File: src/oms_pkg.sv
/*
 * Constants and types for the operating mode select block.
 * Assumes one 200 MHz clock domain and a synchronous active-low reset.
 */
package oms_pkg;

    typedef enum logic [2:0] {
        OMS_SPECIAL_SINGLE = 3'h0,
        OMS_SPECIAL_NARROW = 3'h1,
        OMS_SPECIAL_PERIPH = 3'h2,
        OMS_SPECIAL_WIDE = 3'h3,
        OMS_NORMAL_SINGLE = 3'h4,
        OMS_NORMAL_NARROW = 3'h5,
        OMS_RESERVED = 3'h6,
        OMS_NORMAL_WIDE = 3'h7
    } oms_mode_e;

    typedef enum logic [1:0] {
        OMS_PORT_GPIO = 2'h0,
        OMS_PORT_ADDR = 2'h1,
        OMS_PORT_ADDR_DATA = 2'h2
    } oms_port_e;

    typedef struct packed {
        logic special_mode_n;
        logic mode_select_b;
        logic mode_select_a;
    } oms_bits_s;

    typedef struct packed {
        oms_port_e port_a_use;
        oms_port_e port_b_use;
        logic ext_bus;
        logic narrow_bus;
        logic map_port_ab;
        logic map_port_e;
        logic protect;
        logic core_active;
    } oms_cfg_s;

    localparam logic [2:0] OMS_MODE_BITS_RESET = 3'h0;
    localparam logic OMS_EMUL_RESET_SPECIAL = 1'h1;
    localparam logic OMS_EMUL_RESET_NORMAL = 1'h0;
    localparam int OMS_SYNC_STAGES = 3;

endpackage

File: src/oms_mode_select.sv
/*
 * Operating mode select: catches mode pins at reset release, decodes the
 * mode, keeps the writable mode and emulation bits, drives port, map, debug
 * and narrow-bus address control.
 * Assumes the core supplies register write strobes on this clock and that
 * mode pins come from outside and need synchronising.
 */
`timescale 1ns/100ps
module oms_mode_select (
    input wire logic clk, // 200 MHz system clock
    input wire logic rst_n, // synchronous reset, active low
    input wire logic background_pin, // debug pin level
    input wire logic mode_select_b, // mode pin b
    input wire logic mode_select_a, // mode pin a
    input wire logic mode_wr, // write strobe for mode bits
    input wire oms_pkg::oms_bits_s mode_wdata, // mode bits to write
    input wire logic emul_wr, // write strobe for port e emulation bit
    input wire logic emul_wdata, // port e emulation value
    input wire logic bdm_enable_cmd, // debug enable command seen
    input wire logic bdm_activate, // debug activate request
    input wire logic xfer_start, // external transfer start
    input wire logic xfer_wide, // 16-bit datum requested
    input wire logic [15:0] xfer_addr, // transfer address
    output oms_pkg::oms_bits_s mode_bits, // current mode status bits
    output logic port_e_emulation, // port e emulation bit
    output oms_pkg::oms_cfg_s cfg, // decoded configuration
    output logic background_debug, // debug active
    output logic periph_master, // external master owns bus
    output logic [15:0] bus_addr, // address driven on ports
    output logic bus_high_byte // current narrow cycle is high byte
);
    // pin synchronisers
    logic [2:0] sync1_reg, sync2_reg, sync3_reg;
    logic [2:0] sync1_next, sync2_next, sync3_next;
    logic [2:0] pins_stable_reg, pins_stable_next;
    // mode state
    oms_pkg::oms_bits_s mode_reg, mode_next;
    logic emul_reg, emul_next;
    logic in_reset_reg, in_reset_next;
    logic mode_wr_seen_reg, mode_wr_seen_next;
    logic emul_wr_seen_reg, emul_wr_seen_next;
    logic mode_locked_reg, mode_locked_next;
    logic emul_locked_reg, emul_locked_next;
    logic bdm_en_reg, bdm_en_next;
    logic bdm_reg, bdm_next;
    oms_pkg::oms_cfg_s cfg_reg, cfg_next;
    logic periph_reg, periph_next;
    logic [15:0] addr_reg, addr_next;
    logic hi_reg, hi_next;
    logic second_reg, second_next;

    function automatic oms_pkg::oms_mode_e decode(input oms_pkg::oms_bits_s b);
        oms_pkg::oms_mode_e m;
        m = oms_pkg::oms_mode_e'({b.special_mode_n, b.mode_select_b, b.mode_select_a});
        if (m == oms_pkg::OMS_RESERVED) begin
            m = oms_pkg::OMS_SPECIAL_PERIPH;
        end
        return m;
    endfunction

    function automatic oms_pkg::oms_cfg_s build_cfg(input oms_pkg::oms_mode_e m,
                                                     input logic emul);
        oms_pkg::oms_cfg_s c;
        c = '0;
        c.protect = (m == oms_pkg::OMS_NORMAL_SINGLE) || (m == oms_pkg::OMS_NORMAL_NARROW)
                    || (m == oms_pkg::OMS_NORMAL_WIDE);
        c.core_active = 1'b1;
        c.map_port_ab = 1'b1;
        c.map_port_e = 1'b1;
        case (m)
            oms_pkg::OMS_SPECIAL_SINGLE, oms_pkg::OMS_NORMAL_SINGLE: begin
                c.port_a_use = oms_pkg::OMS_PORT_GPIO;
                c.port_b_use = oms_pkg::OMS_PORT_GPIO;
            end
            oms_pkg::OMS_SPECIAL_NARROW, oms_pkg::OMS_NORMAL_NARROW: begin
                c.port_a_use = oms_pkg::OMS_PORT_ADDR_DATA;
                c.port_b_use = oms_pkg::OMS_PORT_ADDR;
                c.ext_bus = 1'b1;
                c.narrow_bus = 1'b1;
                c.map_port_ab = 1'b0;
                c.map_port_e = !emul;
            end
            oms_pkg::OMS_SPECIAL_WIDE, oms_pkg::OMS_NORMAL_WIDE: begin
                c.port_a_use = oms_pkg::OMS_PORT_ADDR_DATA;
                c.port_b_use = oms_pkg::OMS_PORT_ADDR_DATA;
                c.ext_bus = 1'b1;
                c.map_port_ab = 1'b0;
                c.map_port_e = !emul;
            end
            default: begin
                c.port_a_use = oms_pkg::OMS_PORT_ADDR_DATA;
                c.port_b_use = oms_pkg::OMS_PORT_ADDR_DATA;
                c.ext_bus = 1'b1;
                c.map_port_ab = 1'b0;
                c.map_port_e = 1'b0;
                c.core_active = 1'b0;
            end
        endcase
        return c;
    endfunction

    // synchroniser: change counts once stages two and three agree
    always_comb begin
        sync1_next = {background_pin, mode_select_b, mode_select_a};
        sync2_next = sync1_reg;
        sync3_next = sync2_reg;
        pins_stable_next = (sync2_reg == sync3_reg) ? sync3_reg : pins_stable_reg;
    end

    always_ff @(posedge clk) begin
        sync1_reg <= sync1_next;
        sync2_reg <= sync2_next;
        sync3_reg <= sync3_next;
        pins_stable_reg <= pins_stable_next;
    end

    // mode, emulation and debug state
    always_comb begin
        oms_pkg::oms_mode_e cur;
        oms_pkg::oms_mode_e req;
        cur = decode(mode_reg);
        req = decode(mode_wdata);
        mode_next = mode_reg;
        emul_next = emul_reg;
        mode_wr_seen_next = mode_wr_seen_reg;
        emul_wr_seen_next = emul_wr_seen_reg;
        mode_locked_next = mode_locked_reg;
        emul_locked_next = emul_locked_reg;
        bdm_en_next = bdm_en_reg;
        bdm_next = bdm_reg;
        in_reset_next = 1'b0;
        if (in_reset_reg) begin
            mode_next = pins_stable_reg;
            emul_next = pins_stable_reg[2] ? oms_pkg::OMS_EMUL_RESET_NORMAL
                                           : oms_pkg::OMS_EMUL_RESET_SPECIAL;
            bdm_next = (decode(pins_stable_reg) == oms_pkg::OMS_SPECIAL_SINGLE);
            bdm_en_next = bdm_next;
        end else begin
            if (mode_wr && cur != oms_pkg::OMS_SPECIAL_PERIPH) begin
                if (mode_reg.special_mode_n) begin
                    if (!mode_locked_reg) begin
                        mode_locked_next = 1'b1;
                        if (req != oms_pkg::OMS_SPECIAL_PERIPH && mode_wdata.special_mode_n) begin
                            mode_next.mode_select_b = mode_wdata.mode_select_b;
                            mode_next.mode_select_a = mode_wdata.mode_select_a;
                        end
                    end
                end else if (!mode_wr_seen_reg) begin
                    mode_wr_seen_next = 1'b1;
                end else if (req != oms_pkg::OMS_SPECIAL_PERIPH) begin
                    mode_next = mode_wdata;
                end
            end
            if (emul_wr) begin
                if (mode_reg.special_mode_n) begin
                    if (!emul_locked_reg) begin
                        emul_locked_next = 1'b1;
                        emul_next = emul_wdata;
                    end
                end else if (!emul_wr_seen_reg) begin
                    emul_wr_seen_next = 1'b1;
                end else begin
                    emul_next = emul_wdata;
                end
            end
            if (bdm_enable_cmd && cur != oms_pkg::OMS_SPECIAL_PERIPH) begin
                bdm_en_next = 1'b1;
            end
            if (bdm_activate && bdm_en_reg && cur != oms_pkg::OMS_SPECIAL_PERIPH) begin
                bdm_next = 1'b1;
            end
        end
        cfg_next = build_cfg(decode(mode_next), emul_next);
        periph_next = (decode(mode_next) == oms_pkg::OMS_SPECIAL_PERIPH);
    end

    always_ff @(posedge clk) begin
        if (!rst_n) begin
            mode_reg <= oms_pkg::OMS_MODE_BITS_RESET;
            emul_reg <= oms_pkg::OMS_EMUL_RESET_SPECIAL;
            in_reset_reg <= 1'b1;
            mode_wr_seen_reg <= 1'b0;
            emul_wr_seen_reg <= 1'b0;
            mode_locked_reg <= 1'b0;
            emul_locked_reg <= 1'b0;
            bdm_en_reg <= 1'b0;
            bdm_reg <= 1'b0;
            cfg_reg <= '0;
            periph_reg <= 1'b0;
        end else begin
            mode_reg <= mode_next;
            emul_reg <= emul_next;
            in_reset_reg <= in_reset_next;
            mode_wr_seen_reg <= mode_wr_seen_next;
            emul_wr_seen_reg <= emul_wr_seen_next;
            mode_locked_reg <= mode_locked_next;
            emul_locked_reg <= emul_locked_next;
            bdm_en_reg <= bdm_en_next;
            bdm_reg <= bdm_next;
            cfg_reg <= cfg_next;
            periph_reg <= periph_next;
        end
    end

    // narrow bus sequencing: high byte then low byte at address plus one
    always_comb begin
        addr_next = addr_reg;
        hi_next = hi_reg;
        second_next = 1'b0;
        if (second_reg) begin
            addr_next = addr_reg + 16'h0001;
            hi_next = 1'b0;
        end else if (xfer_start && cfg_reg.ext_bus && cfg_reg.core_active) begin
            addr_next = xfer_addr;
            hi_next = cfg_reg.narrow_bus && xfer_wide;
            second_next = cfg_reg.narrow_bus && xfer_wide;
        end
    end

    always_ff @(posedge clk) begin
        if (!rst_n) begin
            addr_reg <= 16'h0000;
            hi_reg <= 1'b0;
            second_reg <= 1'b0;
        end else begin
            addr_reg <= addr_next;
            hi_reg <= hi_next;
            second_reg <= second_next;
        end
    end

    assign mode_bits = mode_reg;
    assign port_e_emulation = emul_reg;
    assign cfg = cfg_reg;
    assign background_debug = bdm_reg;
    assign periph_master = periph_reg;
    assign bus_addr = addr_reg;
    assign bus_high_byte = hi_reg;
endmodule

File: config.mk
export PLATFORM = sky130hd
export DESIGN_NAME = oms_mode_select
export DESIGN_NICKNAME = d
export VERILOG_FILES = /design/src/oms_pkg.sv /design/src/oms_mode_select.sv
export SDC_FILE = /design/constraint.sdc
export NUM_CORES = 1
export LEC_CHECK = 0
export ABC_AREA = 1
export ABC_CLOCK_PERIOD_IN_PS = 1380
export BUFFER_PORTS_ARGS = -buffer_cell sky130_fd_sc_hd__buf_2
export CAP_MARGIN = 20
export CELL_PAD_IN_SITES_DETAIL_PLACEMENT = 1
export CELL_PAD_IN_SITES_GLOBAL_PLACEMENT = 2
export CORE_ASPECT_RATIO = 1.75
export CORE_UTILIZATION = 25
export CTS_CLUSTER_SIZE = 14
export DETAILED_ROUTE_END_ITERATION = 8
export PLACE_DENSITY = 0.74
export SYNTH_ARGS = -nofsm -noshare
export SYNTH_HDL_FRONTEND = slang
export SYNTH_SLANG_ARGS = --single-unit
File: constraint.sdc
create_clock -name clk -period 1.38 [get_ports clk]
set_input_delay 0.207 -clock clk [delete_from_list [all_inputs] [get_ports clk]]
set_output_delay 0.207 -clock clk [all_outputs]
set_load 0.03 [all_outputs]
==> metrics.md <==
| Metric | Value |
|---|---|
| Initial antenna violation count | 0 |
| Synth Flop Type | dfxtp_1 |
| Fin area | 3200 um2 |
| Max IR drop VDD | 0.459 mV |
| CTS root buf | clkbuf_16 |
| CTS tree | done |
| Worst path required time | 1.61 ns |
| Layout cells sized above 1 | 0.396 |
| Violated checks | setup timing |
| FP Rows | 45 |
| PortBufs | just over 60 |
| R2r worst-path depth | 7 |
| Slack of the worst reg-to-reg path | -0.02 ns |
| Gr ovfl total | 0 |
| # IOs | 64 |
| CTS max path bufs | 2 |
| DRT iter0 DRCs | 44 |
| CTS buffer count | 5 |
| Worst clock skew | between 0.008 and 0.009 ns |
| Slack of the critical path | -0.0218 ns |
| Critical-path top delay cell | dfxtp_4 |
| FF+latch count, synth | 49 |
| HP Start | mode_select_b |
| Gpl congestion | ~0.83 |
| Reg2reg start | bus_addr[0]$_SDFFE_PN0P_ |
| Dominant cells by area after synthesis | dfxtp_1 (41%), nand2_1 (13%), inv_1 (5.7%) |
| Critical path type | reg2reg |
| Post-synth ARST share | 0 |
| P_leak | 1.50 nW |
| Final min period | 1.40 ns |
| Vias/cell | 4.47 |
| Multi-input gate area | around 1100 um2 |
| Storage cell area | 1040 um2 |
| Slowest stage delay, CP | 0.36 ns |
| Routed WL | 7140 um |
| Critical Path Sink Type | flop |
| Largest net degree at the start of global routing | 17 |
| Worst Hold End | sync1_reg[1]$_DFF_P_ |
| Critical Path Source Type | flop |
| Mapped Cells | between 300 and 400 |
| Die width | 73.7 um |
| Crit Reg-Reg Endpoint | bus_addr[13]$_SDFFE_PN0P_ |
| WL/cell | 13.9 um |
| Most frequent CP cell | buf_4 |
| EDFF count, synth | 3 |
| H-tree Lvls | 2 |
| Max Freq | 0.713 GHz |
| Worst-path cell chain | buf_4 -> nand3_4 -> buf_4 -> nor2_1 -> nand4_1 -> a31o_2 -> a21oi_1 |
| Tot Pwr | ~3.4 mW |
| Mapped Area | 2250 um2 |
| Hold Path Depth | 1 |
| Vias in the first global route | 2,452 |
| ANT cells | 0 |
| Gr usage total | 0.164 |
| Final period util | 1.02 |
| Top cell type's share of synthesized area | 0.410 |
| Max FO, Critical Path | 4 |
| Pwr dens | 1070 nW/um2 |
| Fillcell total | 1,123 |
| Final slew viol count | 0 |
| RSZ-0062 raised after global routing | true |
| Yosys cell types | 37 |
| Layout Nets | 427 |
| Pre-CTS WS | -0.0289 ns |
| CTS sink count | 49 |
| Initial Utilization | 0.259 |
| Outcome | complete, but fails checks |
| DP HPWL | roughly 5700 um |
| Worst skew pair latency | 0.29 ns |
| Synthesis warning total | 0 |
| Die area | 9390 um2 |
| Crit-path leading delay family | flip-flops |
| Syn Area/Cell | 7.42 um2 |
| Worst Path Buf+Inv | 2 |
| Die height | 127 um |
| Remaining antenna violation count | 0 |
| Critical Path Stages | 7 |
| # setup viols final | 3 |
| Drt pass-1 iters | 4 |
| Area Growth Syn to Fin | 42.3% |
| Crit path arrival time | 1.63 ns |
| Largest register FFs | 16 |
| Final Util | 0.369 |
| Sequential-to-total area share from yosys stat | 0.450 |
| Setup_tns | -0.0363 ns |
| Max-Cap Viols | 0 |
| Post-place instance area | approximately 2900 um2 |
| Hold Crit Class | in2reg |
| Core ar. | between 8000 and 9000 um2 |
| DRC viols | 0 |
| First-pass GRT wire length | ~12,000 um |
| Clock slew at reported path FFs | 0.07 ns |
| Syn_nets | ~340 |
| Vias | 2,292 |
| Final Hold Vio Count | 0 |
| Post-synth top area cell | dfxtp_1 |
## area by class of cell
type	count	area share
Multi-Input combinational cell	207	0.356
Sequential cell	49	0.324
Timing Repair Buffer	94	0.176
Tap cell	117	0.0458
Inverter	38	0.0454
Clock buffer	5	0.0391
Clock inverter	3	0.0141
## worst max path at each step
stage / to / startpoint / slack, ns
detailed placement: bus_addr[14]$_SDFFE_PN0P_ / bus_addr[0]$_SDFFE_PN0P_ / -0.03
CTS: bus_addr[8]$_SDFFE_PN0P_ / bus_addr[0]$_SDFFE_PN0P_ / -0.04
global placement: bus_addr[14]$_SDFFE_PN0P_ / bus_addr[0]$_SDFFE_PN0P_ / 0.003
global route: bus_addr[10]$_SDFFE_PN0P_ / bus_addr[0]$_SDFFE_PN0P_ / -0.12
finish: bus_addr[13]$_SDFFE_PN0P_ / bus_addr[0]$_SDFFE_PN0P_ / -0.02
floorplan: bus_addr[8]$_SDFFE_PN0P_ / bus_addr[3]$_SDFFE_PN0P_ / -0.002
## metal layers
layer / track usage / wire (um)
met2: 0.318 / 3980
met3: 0.0229 / 228
met4: 0.0713 / 206
met5: 0 / 0
met1: 0.167 / 2730
## cell usage after synthesis, types with 4 or more instances
cell type  instances
a21oi_1           22
buf_2              5
dfxtp_1           46
inv_1             34
inv_2              4
nand2_1           80
nand2_2            4
nand3_1           19
nor2_1            22
nor3_1             7
o21ai_0           15
## report_power, final
group	leakage (nW)	internal (mW)	total, mW	switching (mW)
clock	0.0843	0.860	1.42	0.557
sequential	0.413	1.50	1.55	0.0515
combinational	1.00	0.171	0.468	0.296
total	1.50	2.53	3.44	0.905
## cells by family after synthesis
group	Yosys count	share of synthesized area
and+or+nand+nor	145	0.293
AOI/OAI and AO/OA	56	0.148
DFF	49	0.450
buffers and inverters	47	0.0863
xor gates and xnor gates	4	0.0156
adders and majority gates	1	0.00557
other	1	0.00167
## stage by stage
stage | hold slack, ns | instances
2_1_floorplan | 0.235 | 303
3_3_place_gp | 0.314 | 496
3_5_place_dp | 0.313 | 496
4_1_cts | 0.00733 | 508
5_1_grt | 0.00809 | 513
6_report | 0.0156 | 513
## worst reg2reg max path, cell delays in order, from the launching register on
cell	delay, ns
dfxtp_4	0.36
buf_4	0.12
nand3_4	0.10
buf_4	0.16
nor2_1	0.14
nand4_1	0.10
a31o_2	0.24
a21oi_1	0.11
## cell usage in the layout (no fill, tap or decap), types with 4 or more instances in the layout
cell type and instances:
buf_4 31, nand3_1 16, clkbuf_16 5, nor3_1 4, dfxtp_2 11, inv_2 4
a21oi_2 5, nand2_1 73, nor2_1 22, dfxtp_1 32, o21ai_0 13, buf_2 62
nand2_2 9, a21oi_1 19, inv_1 33, nand3_2 4
## timing repair
item | 4_1_cts | 5_1_grt
pin swaps | 2 | 9
gates resized for setup | 6 | 23
endpoints found under the setup margin | 4 | 20
hold buffers | 0 | 0
setup buffers | 4 | 5
cloned | 0 | 0
No activity file was read; power rests on OpenSTA's default activity.
